File: config.mk
export PLATFORM = sky130hd
export DESIGN_NAME = ddc_core_clock_select
export DESIGN_NICKNAME = d
export VERILOG_FILES = /design/src/logic/ddc_core_clock_select.v
export VERILOG_INCLUDE_DIRS = /design/src /design/src/logic
export SDC_FILE = /design/constraint.sdc
export NUM_CORES = 1
export LEC_CHECK = 0
export BUFFER_PORTS_ARGS = -buffer_cell sky130_fd_sc_hd__buf_2
export CAP_MARGIN = 25
export CORE_MARGIN = 2
export CORE_UTILIZATION = 55
export CTS_CLUSTER_SIZE = 30
export DETAILED_ROUTE_END_ITERATION = 10
export PLACE_DENSITY = 0.72
export SLEW_MARGIN = 20
export SYNTH_ARGS = -nofsm -noshare
export SYNTH_HDL_FRONTEND = slang
export SYNTH_SLANG_ARGS = --single-unit
File: constraint.sdc
create_clock -name clk -period 10.35 [get_ports clk]
set_input_delay 2.07 -clock clk [delete_from_list [all_inputs] [get_ports clk]]
set_output_delay 2.07 -clock clk [all_outputs]
set_load 0.01 [all_outputs]
File: src/logic/ddc_regs.vh
/*
 Constants for the synthesizer core, clock selection and serial control port.
 Assumes inclusion by ddc_core_clock_select.v and by the testbench.
*/
`ifndef DDC_REGS_VH
`define DDC_REGS_VH
// Serial addresses
`define DDC_ADDR_CTRL1      5'h00
`define DDC_ADDR_CTRL2      5'h01
`define DDC_ADDR_TUNING     5'h04
// Control register one fields
`define DDC_C1_LSB_FIRST    0
`define DDC_C1_SDIO_ONLY    1
`define DDC_C1_CLR_PHASE    2
`define DDC_C1_CLK_PD       4
// Control register two fields
`define DDC_C2_MULT_HI      7
`define DDC_C2_MULT_LO      3
`define DDC_C2_XTAL_OUT     9
// Reset values
`define DDC_CTRL1_RST       32'h0000_0000
`define DDC_CTRL1_ACT_RST   32'h0000_0004
`define DDC_CTRL2_RST       24'h00_0000
`define DDC_TUNING_RST      32'h0000_0000
// Multiplier range
`define DDC_MULT_MIN        5'h04
`define DDC_MULT_MAX        5'h14
// Widths
`define DDC_ACC_W           32
`define DDC_DAC_W           14
`endif

File: src/logic/ddc_core_clock_select.v
/*
 Synthesizer core: phase accumulator, cosine lookup, 14-bit sample out,
 clock mode selection outputs and a serial control port (2- or 3-wire).
 Assumes clk is the core sample clock; serial pins are asynchronous and
 are sampled with two flip-flops; update strobe arrives from outside.
*/
`timescale 1ns/1ps
`include "ddc_regs.vh"

// Function
// (RULE1) Accumulator is 32 bits; output frequency is tuning word times clock over 2^32.
// (RULE2) Each cycle add tuning word modulo 2^32 unless clear holds zero.
// (RULE3) Accumulator phase passes through a cosine lookup to the converter.
// (RULE4) Converter sample is fourteen bits, one per clock.
// (RULE5) Zero tuning word holds the present phase, no return to zero.
// (RULE6) Clear-phase bit forces accumulator output to zero while set.
// (RULE7) Reset: active clear bit one, buffered copy zero until first update.
// (RULE8) Multiplier field is control register two bits seven to three.
// (RULE9) Field values 0x04 to 0x14 multiply reference by that value.
// (RULE10) Host keeps multiplied clock at or below 400 MHz.
// (RULE11) Host waits about 1 ms for lock after multiplier change.
// (RULE12) Field outside 4..20 bypasses and powers down the multiplier.
// (RULE13) Oscillator select pin high enables oscillator; low disables oscillator and buffer.
// (RULE14) Control one bit four stops clock input buffer; oscillator keeps running.
// (RULE15) Control two bit nine enables crystal output buffer.
// (RULE16) Multiplier setting independent of clock input power-down bit.
// (RULE17) Serial port reads and writes all registers, MSB or LSB first.
// (RULE18) Port uses one bidirectional data pin or separate in and out pins.
// (RULE19) Abort input high resets the port controller at once; the code resets it only after the two-flop synchroniser.
// (RULE20) Port responds only while active-low chip select is low.
module ddc_core_clock_select (
    input  wire        clk,
    input  wire        rst_n,
    input  wire        osc_select_pin,
    input  wire        io_update,
    input  wire        port_abort_input,
    input  wire        chip_select_n,
    input  wire        serial_clock,
    input  wire        serial_data_in,
    output reg         serial_data_oe,
    output reg         serial_data_io,
    output reg         serial_data_out,
    output reg  [13:0] dac_sample,
    output reg  [4:0]  pll_multiplier,
    output reg         pll_enable,
    output reg         osc_enable,
    output reg         clock_input_enable,
    output reg         crystal_out_enable,
    output reg  [31:0] phase_out
);
    localparam ST_INSTR = 2'b00;
    localparam ST_DATA  = 2'b01;
    localparam ST_DONE  = 2'b10;

    // Buffered (serial) and active register copies
    reg  [31:0] bufCtrl1;
    reg  [23:0] bufCtrl2;
    reg  [31:0] bufTuning;
    reg  [31:0] ctrl1;
    reg  [23:0] ctrl2;
    reg  [31:0] tuning;
    reg  [31:0] phaseAcc;
    // Synchronisers
    reg  [1:0]  sclkSync;
    reg  [1:0]  csSync;
    reg  [1:0]  sdiSync;
    reg  [1:0]  abortSync;
    reg  [1:0]  updSync;
    reg  [1:0]  oscSync;
    reg         sclkPrev;
    reg         updPrev;
    // Serial engine
    reg  [1:0]  state;
    reg  [5:0]  bitCnt;
    reg  [7:0]  instr;
    reg  [31:0] shiftIn;
    reg  [31:0] shiftOut;
    reg  [5:0]  wordLen;

    wire sclkRise  = sclkSync[1] & ~sclkPrev;
    wire sclkFall  = ~sclkSync[1] & sclkPrev;
    wire updRise   = updSync[1] & ~updPrev;
    wire portIdle  = csSync[1] | abortSync[1];
    wire lsbFirst  = ctrl1[`DDC_C1_LSB_FIRST];
    wire threeWire = ctrl1[`DDC_C1_SDIO_ONLY];
    wire isRead    = instr[7];
    wire [4:0] regAddr = instr[4:0];
    wire [4:0] multField = ctrl2[`DDC_C2_MULT_HI:`DDC_C2_MULT_LO];

    // Bit count of each register
    function [5:0] reg_bits;
        input [4:0] addr;
        begin
            case (addr)
                `DDC_ADDR_CTRL2: reg_bits = 6'h18;
                default:         reg_bits = 6'h20;
            endcase
        end
    endfunction

    // Parabolic cosine, quarter-turn shifted; peak stays inside 14 bits
    function [13:0] cos_lookup;
        input [7:0] idx;
        reg   [7:0] s;
        reg   [7:0] q;
        reg  [13:0] mag;
        begin
            s   = idx + 8'h40;
            q   = s[6] ? ~s : s;
            mag = {1'b0, q[5:0], 7'h00} - ({8'h00, q[5:0]} * {8'h00, q[5:0]});
            cos_lookup = s[7] ? (14'h2000 - mag) : (14'h2000 + mag);
        end
    endfunction

    function [31:0] read_value;
        input [4:0] addr;
        begin
            case (addr)
                `DDC_ADDR_CTRL1:  read_value = ctrl1;
                `DDC_ADDR_CTRL2:  read_value = {8'h00, ctrl2};
                `DDC_ADDR_TUNING: read_value = tuning;
                default:          read_value = 32'h0000_0000;
            endcase
        end
    endfunction

    function [31:0] bit_reverse;
        input [31:0] v;
        input [5:0]  len;
        integer i;
        begin
            bit_reverse = 32'h0000_0000;
            for (i = 0; i < 32; i = i + 1) begin
                if (i < len)
                    bit_reverse[len - 1 - i] = v[i];
            end
        end
    endfunction

    wire [31:0] revIn = bit_reverse(shiftIn, 6'h20);

    always @(posedge clk or negedge rst_n) begin
        if (!rst_n) begin
            sclkSync  <= 2'b00;
            csSync    <= 2'b11;
            sdiSync   <= 2'b00;
            abortSync <= 2'b00;
            updSync   <= 2'b00;
            oscSync   <= 2'b00;
            sclkPrev  <= 1'b0;
            updPrev   <= 1'b0;
        end else begin
            sclkSync  <= {sclkSync[0], serial_clock};
            csSync    <= {csSync[0], chip_select_n};
            sdiSync   <= {sdiSync[0], serial_data_in};
            abortSync <= {abortSync[0], port_abort_input};
            updSync   <= {updSync[0], io_update};
            oscSync   <= {oscSync[0], osc_select_pin};
            sclkPrev  <= sclkSync[1];
            updPrev   <= updSync[1];
        end
    end

    // Serial port engine
    always @(posedge clk or negedge rst_n) begin
        if (!rst_n) begin
            state          <= ST_INSTR;
            bitCnt         <= 6'h00;
            instr          <= 8'h00;
            shiftIn        <= 32'h0000_0000;
            shiftOut       <= 32'h0000_0000;
            wordLen        <= 6'h00;
            bufCtrl1       <= `DDC_CTRL1_RST;
            bufCtrl2       <= `DDC_CTRL2_RST;
            bufTuning      <= `DDC_TUNING_RST;
            serial_data_oe <= 1'b0;
            serial_data_io <= 1'b0;
            serial_data_out <= 1'b0;
        end else if (portIdle) begin
            state          <= ST_INSTR; // RULE19 RULE20
            bitCnt         <= 6'h00;
            wordLen        <= 6'h00;
            serial_data_oe <= 1'b0;
        end else begin
            case (state)
                ST_INSTR: begin
                    if (sclkRise) begin
                        instr  <= lsbFirst ? {sdiSync[1], instr[7:1]}
                                           : {instr[6:0], sdiSync[1]}; // RULE17
                        bitCnt <= bitCnt + 6'h01;
                        if (bitCnt == 6'h07) begin
                            state   <= ST_DATA;
                            bitCnt  <= 6'h00;
                        end
                    end
                end
                ST_DATA: begin
                    if (bitCnt == 6'h00 && wordLen != reg_bits(regAddr)) begin
                        wordLen  <= reg_bits(regAddr);
                        shiftOut <= lsbFirst ? read_value(regAddr)
                            : bit_reverse(read_value(regAddr), reg_bits(regAddr));
                    end
                    if (isRead && sclkFall) begin
                        serial_data_out <= shiftOut[0]; // RULE18
                        serial_data_io  <= shiftOut[0];
                        serial_data_oe  <= ~threeWire;
                        shiftOut        <= {1'b0, shiftOut[31:1]};
                    end
                    if (sclkRise) begin
                        shiftIn <= {sdiSync[1], shiftIn[31:1]};
                        bitCnt  <= bitCnt + 6'h01;
                        if (bitCnt == wordLen - 6'h01)
                            state <= ST_DONE;
                    end
                end
                ST_DONE: begin
                    if (!isRead) begin
                        case (regAddr)
                            `DDC_ADDR_CTRL1:  bufCtrl1  <= lsbFirst ? shiftIn : revIn;
                            `DDC_ADDR_CTRL2:  bufCtrl2  <= lsbFirst ? shiftIn[31:8]
                                : revIn[23:0]; // RULE17
                            `DDC_ADDR_TUNING: bufTuning <= lsbFirst ? shiftIn : revIn;
                            default: ;
                        endcase
                    end
                    wordLen        <= 6'h00;
                    bitCnt         <= 6'h00;
                    serial_data_oe <= 1'b0;
                    state          <= ST_INSTR;
                end
                default: state <= ST_INSTR;
            endcase
        end
    end

    // Update transfers buffers; clear bit starts set, buffer starts clear
    always @(posedge clk or negedge rst_n) begin
        if (!rst_n) begin
            ctrl1  <= `DDC_CTRL1_ACT_RST; // RULE7
            ctrl2  <= `DDC_CTRL2_RST;
            tuning <= `DDC_TUNING_RST;
        end else if (updRise) begin
            ctrl1  <= bufCtrl1;
            ctrl2  <= bufCtrl2;
            tuning <= bufTuning;
        end
    end

    // Phase accumulator and sample path
    always @(posedge clk or negedge rst_n) begin
        if (!rst_n) begin
            phaseAcc   <= 32'h0000_0000;
            phase_out  <= 32'h0000_0000;
            dac_sample <= 14'h0000;
        end else begin
            if (ctrl1[`DDC_C1_CLR_PHASE])
                phaseAcc <= 32'h0000_0000; // RULE6
            else
                phaseAcc <= phaseAcc + tuning; // RULE1 RULE2 RULE5
            phase_out  <= phaseAcc;
            dac_sample <= cos_lookup(phaseAcc[31:24]); // RULE3 RULE4
        end
    end

    // Clock selection controls
    always @(posedge clk or negedge rst_n) begin
        if (!rst_n) begin
            pll_multiplier     <= 5'h00;
            pll_enable         <= 1'b0;
            osc_enable         <= 1'b0;
            clock_input_enable <= 1'b1;
            crystal_out_enable <= 1'b0;
        end else begin
            pll_multiplier <= multField; // RULE8 RULE16
            pll_enable     <= (multField >= `DDC_MULT_MIN) &&
                              (multField <= `DDC_MULT_MAX); // RULE9 RULE12
            osc_enable     <= oscSync[1]; // RULE13 RULE14
            clock_input_enable <= ~ctrl1[`DDC_C1_CLK_PD]; // RULE14
            crystal_out_enable <= oscSync[1] & ctrl2[`DDC_C2_XTAL_OUT]; // RULE13 RULE15
        end
    end
endmodule // ddc_core_clock_select

# Yosys cells after proc, flatten, opt, wreduce, memory -nomap -nowiden
# Cells that the tools add are included.
# op_classes
multipliers	1
bitwise_logic	14
muxes	256
n_lt_le_gt_ge	98
reduce_logical	52
addsub	39
eq_ne	13
# ops
cell	n
$mux 32	133
$ge 32x1->1 const B	32
$lt 32x6->1 const B	32
$bwmux 32	31
$sub 32x5->32 const B	15
$sub 32x4->32 const B	8
$pmux 32 s3	2
$demux 1 s5	32
$sub 32x3->32 const B	4
$lt 5x6->1 const A	16
$mux 6	12
$sub 32x2->32 const B	2
$lt 4x6->1 const A	8
$logic_and 1x1->1	35
$mux 1	34
$add 32x32->32	1
$and 32x32->32	1
$sub 32x1->32 const B	1
$lt 3x6->1 const A	4
$mux 24	1
$ne 3x3->1 const B	6
$pmux 6 s3	1
$reduce_and 4->1	4
$reduce_and 3->1	5
other kinds (37)	53
# totals
reg_bits	365
in_bits	8
output_inout_bits	58
word_cells	503

# Logic depth before layout (Yosys ltp)
# Gate-level depths: netlist (run 1).
# logic_depth
depth_word	174
ltp_mapped	21
mapped_depth_nobuf	20

# Worst setup path after synthesis (run 1)
# Ideal clock, no wire load.
# synth_path
path_kind	register to register
startpoint	register phaseAcc[30]
endpoint	register dac_sample[13]
n_path_buf	2
required_ns	10.228
path_stages_with_launch	19
slack_ns	5.164
setup_time_ns	0.122
arrival_time_ns	5.064
period_less_slack_ns	5.186
path_cell_list	dfrtp_1 -> buf_2 -> buf_1 -> xnor2_1 -> nand2_1 -> ha_1 -> xor2_1 -> fa_1 -> fa_1 -> ha_1 -> ha_1 -> or2_2 -> o311ai_2 -> a21oi_1 -> a41oi_1 -> mux2i_1 -> a2bb2oi_1 -> nand3_1 -> xor2_1
# synth_between
elab_chain_len	6
elab_cells_between_ends	7
cone_classes	4 x add/sub; 1 x mul; 2 x mux
# synth_lines
element	line_no	source
start, declared	ddc_core_clock_select.v:62	reg [31:0] phaseAcc;
start signal, assigned	ddc_core_clock_select.v:259	phaseAcc <= phaseAcc + tuning;
$add 8x7->8 (*)	ddc_core_clock_select.v:108	s = idx + 8'h40;
$mux 6	ddc_core_clock_select.v:109	q = s[6] ? ~s : s;
$mul 6x6->12	ddc_core_clock_select.v:110	mag = {1'b0, q[5:0], 7'h00} - ({8'h00, q[5:0]} * {8'h00, q[5:0]});
$sub 13x12->14	ddc_core_clock_select.v:110	
$add 14x14->14 / $sub 14x14->14 (equally long branches)	ddc_core_clock_select.v:111	cos_lookup = s[7] ? (14'h2000 - mag) : (14'h2000 + mag);
$mux 14 (*)	ddc_core_clock_select.v:111	
end signal, assigned	ddc_core_clock_select.v:261	dac_sample <= cos_lookup(phaseAcc[31:24]);
end, declared	ddc_core_clock_select.v:43	output reg [13:0] dac_sample,
# Every way passes the cells marked *; elsewhere a longest branch is shown, timed or not.
# A chain may end at the register's enable or synchronous reset.

# Worst setup path in the final report (run 1)
# Same ends and word-level chain as after synthesis.

==> results of run 1 <==
## cells by family after synthesis
kind of cell               after synthesis
AOI/OAI and AO/OA                      461
xor gates and xnor gates                50
adders and majority gates               67
muxes                                  183
and+or+nand+nor                        474
buffers and inverters                  144
DFF                                    361
## sequential cells by signal (all words and copies together) (netlist names), 32 cells and up
name	cells
bufTuning	32
ctrl1	32
bufCtrl1	32
shiftOut	32
phaseAcc	32
phase_out	32
shiftIn	32
tuning	32
## worst max-delay path, stage by stage, from the launching register on
cell       delay (ns)
dfrtp_1          0.64
xnor2_1          0.77
nand2_1          0.18
ha_1             0.37
xor2_1           0.18
fa_1             0.48
fa_1             0.49
ha_1             0.31
ha_1             0.37
or2_2            0.32
o311ai_2         0.13
a21oi_1          0.17
a41oi_1          0.37
mux2i_1          0.29
a2bb2oi_1        0.19
nand3_1          0.11
xor2_1           0.19
## cell type report
cell class / count / area share [%]
flip-flops and latches: 361 / 45.6
multi-input cells: 1235 / 41.9
clock buffers: 57 / 5.67
well taps: 442 / 2.79
repair buffers: 82 / 2.35
clock inverters: 15 / 0.890
inverters: 40 / 0.757
## synthesized netlist by cell type, types with 18 or more instances
library cell,n
dfrtp_1,357
nor2_1,112
xnor2_1,29
a21o_1,18
ha_1,55
a21oi_1,134
o22ai_1,30
a31oi_1,19
xor2_1,20
clkbuf_1,66
nand3_1,18
mux2_2,123
mux2i_1,59
inv_1,40
nand2_1,221
o21ai_1,32
nor2b_1,38
o21ai_0,135
## stage by stage
step	utilization (%)	instances
after global routing	61.4	2232
after global placement	57.4	2160
final	61.4	2232
after CTS	61.4	2232
after floorplan	-	1740
after detailed placement	57.4	2160
## layer usage
| metal | wire (um) | vias to the layer above | part of all wire, % |
|---|---|---|---|
| met5 | 26 | - | 0.060 |
| met4 | 1430 | 4 | 3.3 |
| met3 | 2330 | 73 | 5.4 |
| met2 | 20100 | 330 | 47 |
| met1 | 19100 | 6464 | 44 |
| li1 | - | 6167 | - |
## worst max path at each step
stage	cells after the start	start	endpoint	slack, ns
6_report	16	phaseAcc[30]	dac_sample[13]	4.66
5_1_grt	16	phaseAcc[30]	dac_sample[13]	4.29
4_1_cts	16	phaseAcc[30]	dac_sample[13]	4.65
3_5_place_dp	16	phaseAcc[30]	dac_sample[13]	4.66
3_3_place_gp	16	phaseAcc[30]	dac_sample[13]	4.77
2_1_floorplan	18	phaseAcc[30]	dac_sample[13]	5.16
## power breakdown
group	total, W	internal (W)	switching (W)	leakage (nW)
logic	0.000174	0.0000411	0.000133	3.75
clock network	0.00141	0.000835	0.000575	0.631
registers	0.00143	0.00142	0.0000118	4.92
==> reports/summary.md, run 1 <==
The flow ran to the end, and the final reports show no timing, DRC or antenna violations. At the later pin of the worst-skew pair, clock insertion delay measures 0.54 ns. The run gives 2672 as the number of filler instances in the final layout. Prior to clock tree synthesis, the placed netlist has a worst setup slack of 4.66 ns. The clock transition at the registers of the reported paths is 0.06 ns, and the worst clock skew on the final layout is 0.0268 ns.

TritonCTS built the clock tree. The power per standard cell area was 152 nW/um^2; the detailed placement HPWL was 29400 um. The synthesized netlist devotes 15.5% of its cell area to compound gates. Measured along the x axis, the die boundary spans 184 um. The path with the worst hold slack has its endpoint at abortSync[1].

Across all setup checks in the final design, the least slack found is 4.66 ns. For met3 alone, demand over resource in global routing was 4.23%. The largest total area in the synthesized netlist belongs to dfrtp_1.

A synthesized cell averages 10.3 um^2. The post-synthesis cell type count is 71, and the area added between synthesis and finish is 10.7%. The multiplexer fraction of the synthesized cell area is 11.2%. At the worst endpoint, the arrival time is 6.09 ns. The number of enable-type register cells in the synthesized netlist came out at 0.

The logs give 0 for the number of gates resized after CTS and 0 for the setup-violating endpoint count in the final report. The via count of the first global-routing pass is 12.6k, and the adder-cell area share of the yosys netlist is 5.19%. At the end of the flow, the number of nets in the layout was 1834. The flip-flop cell with the highest count after synthesis is dfrtp_1. For the leakage power, the log shows 9.30 nW. The type of the setup path with the least slack was reg2reg. Number of antenna violations at the first check in global routing: 2. After synthesis, the largest family of logic cells by area is compound AO/OA/AOI/OAI gates.

The clock tree synthesis step divided the H-tree into 2 levels. The run gives 0 ns as the accumulated negative setup slack. Sorting the synthesized cells by area gives the leading types as dfrtp_1 50%, mux2_2 7.7%, nand2_1 4.6%. The tools report the starting density of the core as 55.5%. The core region area came out at 32300 um^2.

Count of TritonRoute iterations in the first routing pass: 5. The number of vias per cell is 5.84, and the number of clock sinks is 361. The final clock period utilization by the worst path was 55.0%; the number of I/O port buffers was 65. The number of warnings issued by yosys was 0; the flip-flop and latch count after synthesis was 361.

In the synthesized netlist the async set-or-reset flop fraction comes to 100%. Counting the buffers created by CTS gives 39. The routed design has 43000 um of wire. After Yosys synthesis, XOR and XNOR cells account for 2.49% of the synthesized area. The tree is rooted in a clkbuf_16.

The total via count in the routed design is 13.0k, and the routed wire length per instance is 19.3 um. At the pin with the least slew margin, the transition time is 0.956 ns. The net count of the mapped netlist was 1815; the number of cells on the worst hold path was 0. For the met1 track utilization from global routing, the log shows 36.4%.

The initialized floorplan defines 66 standard-cell rows. The die is 184 um tall. In the layout the commonest cells are 354 x dfrtp_1, 221 x nand2_1, 135 x o21ai_0. No sink is reached through more buffers than the 3 on the longest clock path. Entering global routing, the biggest net connects 101 pins.

The floorplan step defined a die boundary enclosing 34000 um^2. Summing all multi-input logic gate instances after layout gives 8310 um^2. The capturing element type of the critical path was a flip-flop.

For flop-to-flop paths, the worst setup slack is 4.66 ns. Of the cells placed in the final design, the portion with a size suffix greater than 1 is 16.6%. In this run the most critical hold path is launched from abortSync[0]. The sequential share of the synthesized area was 50.5%.

The number of pins with negative max-slew slack in the final report was 0; the largest fanout on the critical path was 23. The completed layout was analyzed and its total power is 0.00302 W. The detailed router's first-iteration violation count is 882.

The logs give 0.864 for the final RePlAce weighted congestion and 66 for the count of pins on the block boundary. Worst reg2reg path startpoint: phaseAcc[30]. The worst hold path belongs to the class reg2reg. For the worst flop-to-flop path, the logic depth is 16. After clock tree synthesis, the flow added hold-fix buffers numbering 0.

The final design area excluding fillers was 19800 um^2. The portion of synthesized cell area occupied by the leading cell type was 49.9%. The number of instances in the synthesized netlist was 1740. The placed instances occupy a cell area of 18500 um^2. In the global route stage, met2 resource usage came out at 41.0%. The number of nets still failing antenna checks after routing is 0. The run gives 17900 um^2 as the combined area of all synthesized cells.

Across the VDD grid, the largest voltage drop is 122 uV. Registers take 9040 um^2. After detailed routing, the number of remaining DRC violations is 0. The worst setup path is launched from a flip-flop.

Setup repair after global routing left no endpoint under its margin. At the worst endpoint, the required time is 10.75 ns. Summed over all layers, the global routing overflow is 0.

The total setup buffers inserted after CTS is 0. The run gives 0 as the number of antenna repair diodes. The layer flagged by global routing as most heavily used is met2. The leading cell type in the layout, fill and taps excluded was dfrtp_1. For the wire length of the first global-routing pass, the log shows 69100 um. The worst register-to-register path ends at dac_sample[13]. The highest clock frequency the design can meet was 176 MHz; the final critical-path required period was 5.69 ns. Headroom to the max-slew limit came out at 36.3%. Simple-gate share of the synthesized area: 11.9%. Hold timing on the final database bottoms out at a slack of 0.340 ns. Global routing used 25.9% of the available tracks. The number of hold-slack violations in the final timing report came out at 0.

The tool flagged a number of max-cap violations equal to 0.
Note: power is estimated with default switching activity, not from simulation.
==> inputs of run 2 (changes only) <==
==> constraint.sdc (replaced) <==
create_clock -name clk -period 5.5 [get_ports clk]
set_input_delay 1.1 -clock clk [delete_from_list [all_inputs] [get_ports clk]]
set_output_delay 1.1 -clock clk [all_outputs]
set_load 0.01 [all_outputs]
==> run 2 against run 1 <==
- global-route usage fell by 0.28 points
- maximum frequency rose by 11%
- flip-flop and latch count did not move
- power rose by 91%
- setup slack got worse by 4.3 ns
- register-to-register slack got worse by 4.3 ns
- sequential share of layout area fell by 0.31 points
- sequential power rose by 90%
- die area did not move
- clock skew fell by 0.0098 ns
- first-iteration DRC count rose by 40%
==> reports/summary.md, run 2 (same netlist as run 1, synthesis figures left out) <==
The flow ran to the end, and the final reports show no timing, DRC or antenna violations. The routed wire length per instance came out at 18.9 um (was 19.3 um). TritonCTS built the clock tree.

The actual slew at the worst max-slew pin is 1.00 ns (was 0.956 ns). The final clock period utilization by the worst path was 92.8% (was 55.0%). The tools report the number of buffers inserted during clock tree synthesis as 39 (unchanged). The final global-route overflow total is 0 (unchanged), and the clock transition at the registers of the reported paths is 0.06 ns (about the same). The number of hold-slack violations in the final timing report was 0 (unchanged); the highest clock frequency the design can meet was 196 MHz (was 176 MHz). The leakage power is 9.38 nW (was 9.30 nW).

The sequential share of power was 47.2% (was 47.5%); the overall fraction of global-route tracks in use was 25.6% (was 25.9%). The placement row count was 66 (unchanged); the worst-case reg-to-reg path depth was 17 (was 16). The starting density of the core is 55.5% (unchanged).

Most frequent cells in the layout: 353 x dfrtp_1, 221 x nand2_1, 135 x o21ai_0 (was 354 x dfrtp_1, 221 x nand2_1, 135 x o21ai_0). For the via count of the first global-routing pass, the log shows 12.7k (was 12.6k). Leading cell type in the layout, fill and taps excluded: dfrtp_1 (unchanged).

The switching share of power was 23.9% (about the same); the number of vias per cell was 5.87 (was 5.84). The non-filler instance count after layout is 2237 (was 2232). The run gives 18600 um^2 (was 18500 um^2) as the post-place instance area. Cell class contributing the biggest share of worst-path delay: adder cells (unchanged). The wire length of the first global-routing pass is 69000 um (was 69100 um).

The worst reg2reg path startpoint is phaseAcc[28] (was phaseAcc[30]). The logs give 20000 um^2 (was 19800 um^2) for the final design area excluding fillers and 1235 (was 882) for the detailed router's first-iteration violation count. Setup repair after global routing left no endpoint under its margin. The type of the setup path with the least slack is reg2reg (unchanged). The width of the die came out at 184 um (unchanged).

The number of antenna violations at the first check in global routing is 0 (was 2), and the largest fanout on the critical path is 8 (was 23). The tools report the max capacitance violation total as 0 (unchanged). The delay contributed by the slowest stage of the critical path was 0.51 ns (was 0.77 ns); the floorplan die area was 34000 um^2 (unchanged).

The worst slew margin relative to its limit is 33.1% (was 36.3%), and the total via count in the routed design is 13.1k (was 13.0k). Buffer type at the clock tree root: clkbuf_16 (unchanged). The setup-violating endpoint count in the final report is 0 (unchanged), and the number of placed cells counting well taps is 2165 (was 2160). The power per standard cell area is 289 nW/um^2 (was 152 nW/um^2).

The logs give 61.8% (was 61.4%) for the final core utilization and 0.00138 W (was 0.000719 W) for the net switching power figure. The worst clock skew on the final layout came out at 0.0169 ns (was 0.0268 ns). The critical-path cell with the highest stage delay is fa_1 (was xnor2_1).

The worst supply voltage drop on vdd is 285 uV (was 122 uV), and the arrival time reported for the critical path endpoint is 5.52 ns (was 6.09 ns). The run gives 0 ns (unchanged) as the accumulated negative setup slack. The routed wire length came out at 42200 um (was 43000 um).

The number of clock sinks came out at 361 (unchanged). The tools report the maximum number of pins on one net before global-route repair as 123 (was 101). Type of the tightest min-delay check: reg2reg (unchanged).

The clock network power share is 47.5% (was 46.8%), and the count of pins on the block boundary is 66 (unchanged). Final-stage net count: 1839 (was 1834). The end of the worst register-to-register path is dac_sample[13] (unchanged). Combinational share of power: 5.2% (was 5.8%). The tools report the core region area as 32300 um^2 (unchanged). Cell occurring most often along the worst timing path: ha_1 (unchanged). The run gives 0 (unchanged) as the DRC violation count after routing. The detailed placement HPWL is 29100 um (was 29400 um). The number of buffers and inverters on the critical path is 0 (unchanged), and the depth of the critical timing path with buffers and inverters included is 17 (was 16).

The run gives 0 (unchanged) as the number of hold buffers added after cts. The beginning of the critical path was phaseAcc[28] (was phaseAcc[30]). The count of TritonRoute iterations in the first routing pass came out at 6 (was 5). Critical path, cell by cell: or2_1 > nor2_1 > a21oi_1 > xor2_1 > ha_1 > fa_1 > fa_1 > ha_1 > ha_1 > or2_2 > o311ai_2 > a21oi_1 > a41oi_1 > mux2i_1 > a2bb2oi_1 > nand3_1 > xor2_1 (was xnor2_1 > nand2_1 > ha_1 > xor2_1 > fa_1 > fa_1 > ha_1 > ha_1 > or2_2 > o311ai_2 > a21oi_1 > a41oi_1 > mux2i_1 > a2bb2oi_1 > nand3_1 > xor2_1).

The maximum level of the CTS H-tree is 2 (unchanged), and the number of I/O port buffers is 65 (unchanged). The destination of the critical timing path was dac_sample[13] (unchanged). Number of nets still failing antenna checks after routing: 0 (unchanged).

The area added between synthesis and finish came out at 11.5% (was 10.7%). The internal power contribution was 0.00438 W (was 0.00230 W); the final critical-path required period was 5.11 ns (was 5.69 ns). Data required time at the worst endpoint: 5.91 ns (was 10.75 ns).

The overall die height is 184 um (unchanged). Critical path startpoint category: a flip-flop (unchanged). The total power consumption of the routed design is 0.00576 W (was 0.00302 W). Fraction of final layout cells with drive strength greater than 1: 17.4% (was 16.6%). The run gives 0 (unchanged) as the number of pins with negative max-slew slack in the final report. The number of antenna repair diodes is 0 (unchanged). The worst reg-to-reg setup slack is 0.39 ns (was 4.66 ns). The capturing element type of the critical path is a flip-flop (unchanged).

Final RePlAce weighted congestion: 0.904 (was 0.864). The tools report the source-to-sink clock delay at the later pin of the worst-skew pair as 0.54 ns (about the same). The maximum clock insertion buffer count was 3 (unchanged).
[run 2: cell types whose count changed in the layout (fill, tap and decap cells not counted), sizes merged]
cell      delta
clkinv       +7
clkbuf       -6
buf          +5
bufinv       +1
clkinvlp     -1
inv          -1
[run 2: cell type report]
class / count / area [um^2]
inverters: 40 / 150
fillers: 2610 / 12300
clock inverters: 21 / 269
flip-flops and latches: 361 / 9050
clock buffers: 51 / 1110
repair buffers: 87 / 526
multi-input cells: 1235 / 8310
well taps: 442 / 553
[run 2: worst min-delay path by stage]
stage | from | end | slack, ns | cells past startpoint
floorplan | abortSync[0] | abortSync[1] | 0.33 | 0
global placement | abortSync[0] | abortSync[1] | 0.33 | 0
CTS | abortSync[0] | abortSync[1] | 0.35 | 0
finish | abortSync[0] | abortSync[1] | 0.35 | 0
global route | sclkSync[0] | sclkSync[1] | 0.36 | 0
detailed placement | abortSync[0] | abortSync[1] | 0.33 | 0
[run 2: timing repair]
| item | CTS | global route |
|---|---|---|
| resized for setup | 0 | 1 |
| endpoints found under the hold margin | 0 | 0 |
| setup buffers | 0 | 0 |
| setup endpoints to repair | 0 | 1 |
[run 2: layer usage]
layer | global-route usage (%) | routed length (um)
met1 | 36.5 | 18900
met2 | 40.8 | 19700
met3 | 3.46 | 2160
met4 | 8.26 | 1420
met5 | 0 | 0
[run 2: per-stage QoR]
stage	hold slack, ns	setup slack [ns]
CTS	0.349	0.345
global route	0.361	0.0640
detailed placement	0.335	0.366
floorplan	0.331	0.314
global placement	0.334	0.461
finish	0.348	0.395
[run 2: power groups by stage]
stage / Sequential, W / Clock [W] / Combinational, W
2_1_floorplan: 0.00273 / 0 / 0.000222
3_3_place_gp: 0.00277 / 0 / 0.000295
3_5_place_dp: 0.00277 / 0 / 0.000301
4_1_cts: 0.00272 / 0.00279 / 0.000301
5_1_grt: 0.00272 / 0.00290 / 0.000332
6_report: 0.00272 / 0.00274 / 0.000302
==> inputs of run 3 (changes only) <==
==> constraint.sdc (replaced) <==
create_clock -name clk -period 5.3 [get_ports clk]
set_input_delay 1.06 -clock clk [delete_from_list [all_inputs] [get_ports clk]]
set_output_delay 1.06 -clock clk [all_outputs]
set_load 0.01 [all_outputs]
==> run 3 against run 2 <==
- setup slack got worse by 0.084 ns
- power rose by 3.2%
- count of clock-buffer cells in the layout increased by 2
- die area unchanged
- combinational power about the same
- critical path type unchanged
- first-iteration DRC count shrank 32%
- register-to-register slack got worse by 0.08 ns
- flip-flop and latch count stayed put
- clock power increased by 3%
- non-clock buffer count is 4 higher
==> reports/summary.md, run 3 (same netlist as run 1, synthesis figures left out) <==
Detailed placement HPWL: 29100 um (about the same). The cell class contributing the biggest share of worst-path delay was adder cells (unchanged). The wire length of the first global-routing pass is 68500 um (was 69000 um), and the number of gates resized after CTS is 0 (unchanged). The number of vias per cell was 5.74 (was 5.87); the total via count in the routed design was 12.9k (was 13.1k).

The logs give 5.40 ns (was 5.52 ns) for the arrival time reported for the critical path endpoint and 0 (unchanged) for the number of hold-slack violations in the final timing report. The run gives 5 (was 6) as the count of TritonRoute iterations in the first routing pass. The run finished with clean final reports. The number of clock sinks is 361 (unchanged). Final critical-path required period: 4.99 ns (was 5.11 ns). The tools report the maximum clock insertion buffer count as 3 (unchanged). The placement row count was 66 (unchanged).

Buffer type at the clock tree root: clkbuf_16 (unchanged). For the worst supply voltage drop on vdd, the log shows 273 uV (was 285 uV). The number of buffers and inverters on the critical path was 0 (unchanged).

The run gives 841 (was 1235) as the detailed router's first-iteration violation count. The area of the multi-input gates came out at 8310 um^2 (about the same). The delay contributed by the slowest stage of the critical path was 0.51 ns (about the same). The area added between synthesis and finish was 11.6% (was 11.5%). Setup repair after global routing left no endpoint under its margin. The number of antenna violations at the first check in global routing was 0 (unchanged); the width of the die was 184 um (unchanged). For the worst clock skew on the final layout, the log shows 0.0271 ns (was 0.0169 ns). Cell occurring most often along the worst timing path: ha_1 (unchanged). The routed wire length per instance is 18.7 um (was 18.9 um). The post-place instance area was 18600 um^2 (about the same); the largest fanout on the critical path was 8 (unchanged). The leakage power was 9.38 nW (about the same); the number of I/O port buffers was 65 (unchanged). The type of the setup path with the least slack was reg2reg (unchanged). The count of pins on the block boundary is 66 (unchanged), and the final design area excluding fillers is 20000 um^2 (about the same).

The DRC violation count after routing is 0 (unchanged), and the overall fraction of global-route tracks in use is 25.5% (was 25.6%). The final clock period utilization by the worst path is 94.1% (was 92.8%). The data required time at the worst endpoint came out at 5.71 ns (was 5.91 ns).

Critical path startpoint category: a flip-flop (unchanged). The clock transition at the registers of the reported paths was 0.06 ns (about the same); the number of nets still failing antenna checks after routing was 0 (unchanged). The fraction of final layout cells with drive strength greater than 1 came out at 17.5% (was 17.4%). The actual slew at the worst max-slew pin works out to 1.00 ns (about the same).

The tools report the capturing element type of the critical path as a flip-flop (unchanged). The number of pins with negative max-slew slack in the final report came out at 0 (unchanged). TritonCTS built the clock tree. The logs give 0 (unchanged) for the number of hold buffers added after cts and 0 (unchanged) for the setup-violating endpoint count in the final report. The sequential standard cell area is 9050 um^2 (unchanged).

The tools report the maximum level of the CTS H-tree as 2 (unchanged). The leading cell type in the layout, fill and taps excluded was dfrtp_1 (unchanged). For the worst slew margin relative to its limit, the log shows 33.1% (about the same). Overall die height: 184 um (unchanged).

The floorplan die area was 34000 um^2 (unchanged). The logs give 2637 (was 2610) for the number of filler instances in the final layout and 1843 (was 1839) for the final-stage net count. Most frequent cells in the layout: 353 x dfrtp_1, 221 x nand2_1, 135 x o21ai_0 (unchanged). For the max capacitance violation total, the log shows 0 (unchanged).

The final RePlAce weighted congestion was 0.895 (was 0.904); the accumulated negative setup slack was 0 ns (unchanged). The maximum number of pins on one net before global-route repair was 116 (was 123); the number of buffers inserted during clock tree synthesis was 39 (unchanged). The logs give 32300 um^2 (unchanged) for the core region area and 0.31 ns (was 0.39 ns) for the worst reg-to-reg setup slack. Type of the tightest min-delay check: reg2reg (unchanged).

For the final global-route overflow total, the log shows 0 (unchanged). The highest clock frequency the design can meet is 200 MHz (was 196 MHz), and the source-to-sink clock delay at the later pin of the worst-skew pair is 0.55 ns (was 0.54 ns). The tools report the number of antenna repair diodes as 0 (unchanged).

Critical-path cell with the highest stage delay: fa_1 (unchanged). The run gives 41900 um (was 42200 um) as the routed wire length. The via count of the first global-routing pass was 12.7k (about the same); the total setup buffers inserted after CTS was 0 (unchanged).

The starting density of the core is 55.5% (unchanged), and the power per standard cell area is 298 nW/um^2 (was 289 nW/um^2). Critical path, cell by cell: or2_4 > nor2_1 > a21oi_1 > xor2_1 > ha_1 > fa_1 > fa_1 > ha_1 > ha_1 > or2_2 > o311ai_2 > a21oi_1 > a41oi_1 > mux2i_1 > a2bb2oi_1 > nand3_1 > xor2_1 (was or2_1 > nor2_1 > a21oi_1 > xor2_1 > ha_1 > fa_1 > fa_1 > ha_1 > ha_1 > or2_2 > o311ai_2 > a21oi_1 > a41oi_1 > mux2i_1 > a2bb2oi_1 > nand3_1 > xor2_1).
run 3: final cells by class:
cell class                      instances  share of cell area [%]
Sequential cell                       361                    45.3
Multi-Input combinational cell       1235                    41.6
Clock buffer                           53                    5.50
Timing Repair Buffer                   91                    2.88
Tap cell                              442                    2.77
Clock inverter                         19                    1.26
Inverter                               40                   0.751
run 3: layer usage:
layer | vias to the layer above | global-route usage (%) | wire length (um)
li1 | 6171 | - | -
met1 | 6306 | 36.3 | 19100
met2 | 314 | 40.8 | 19600
met3 | 71 | 3.68 | 1990
met4 | 0 | 7.52 | 1140
met5 | - | 0 | 0
run 3: power by group:
part           switching (W)  internal [W]  total (W)  leakage (nW)
registers          0.0000569       0.00277    0.00283          4.92
logic               0.000221     0.0000834   0.000304          3.81
clock network        0.00115       0.00167    0.00281         0.647
total                0.00142       0.00452    0.00595          9.38
run 3: final timing paths:
kind | startpoint | end | cells past startpoint
setup reg to reg | phaseAcc[28] | dac_sample[13] | 17
setup / recovery | phaseAcc[28] | dac_sample[13] | 17
max in group asynchronous | rst_n | phaseAcc[28] | 2
min in group asynchronous | rst_n | bitCnt[2] | 1
hold / removal | sclkSync[0] | sclkSync[1] | 0
hold reg to reg | sclkSync[0] | sclkSync[1] | 0
run 3: per-stage QoR:
step	setup slack (ns)	hold slack (ns)	util, %	instances	total power [W]
finish	0.311	0.348	61.9	2241	0.00595
global route	0.0358	0.355	61.9	2241	0.00616
detailed placement	0.209	0.335	57.7	2169	0.00318
floorplan	0.114	0.331	-	1740	0.00306
CTS	0.187	0.348	61.9	2241	0.00600
global placement	0.316	0.335	57.6	2168	0.00318
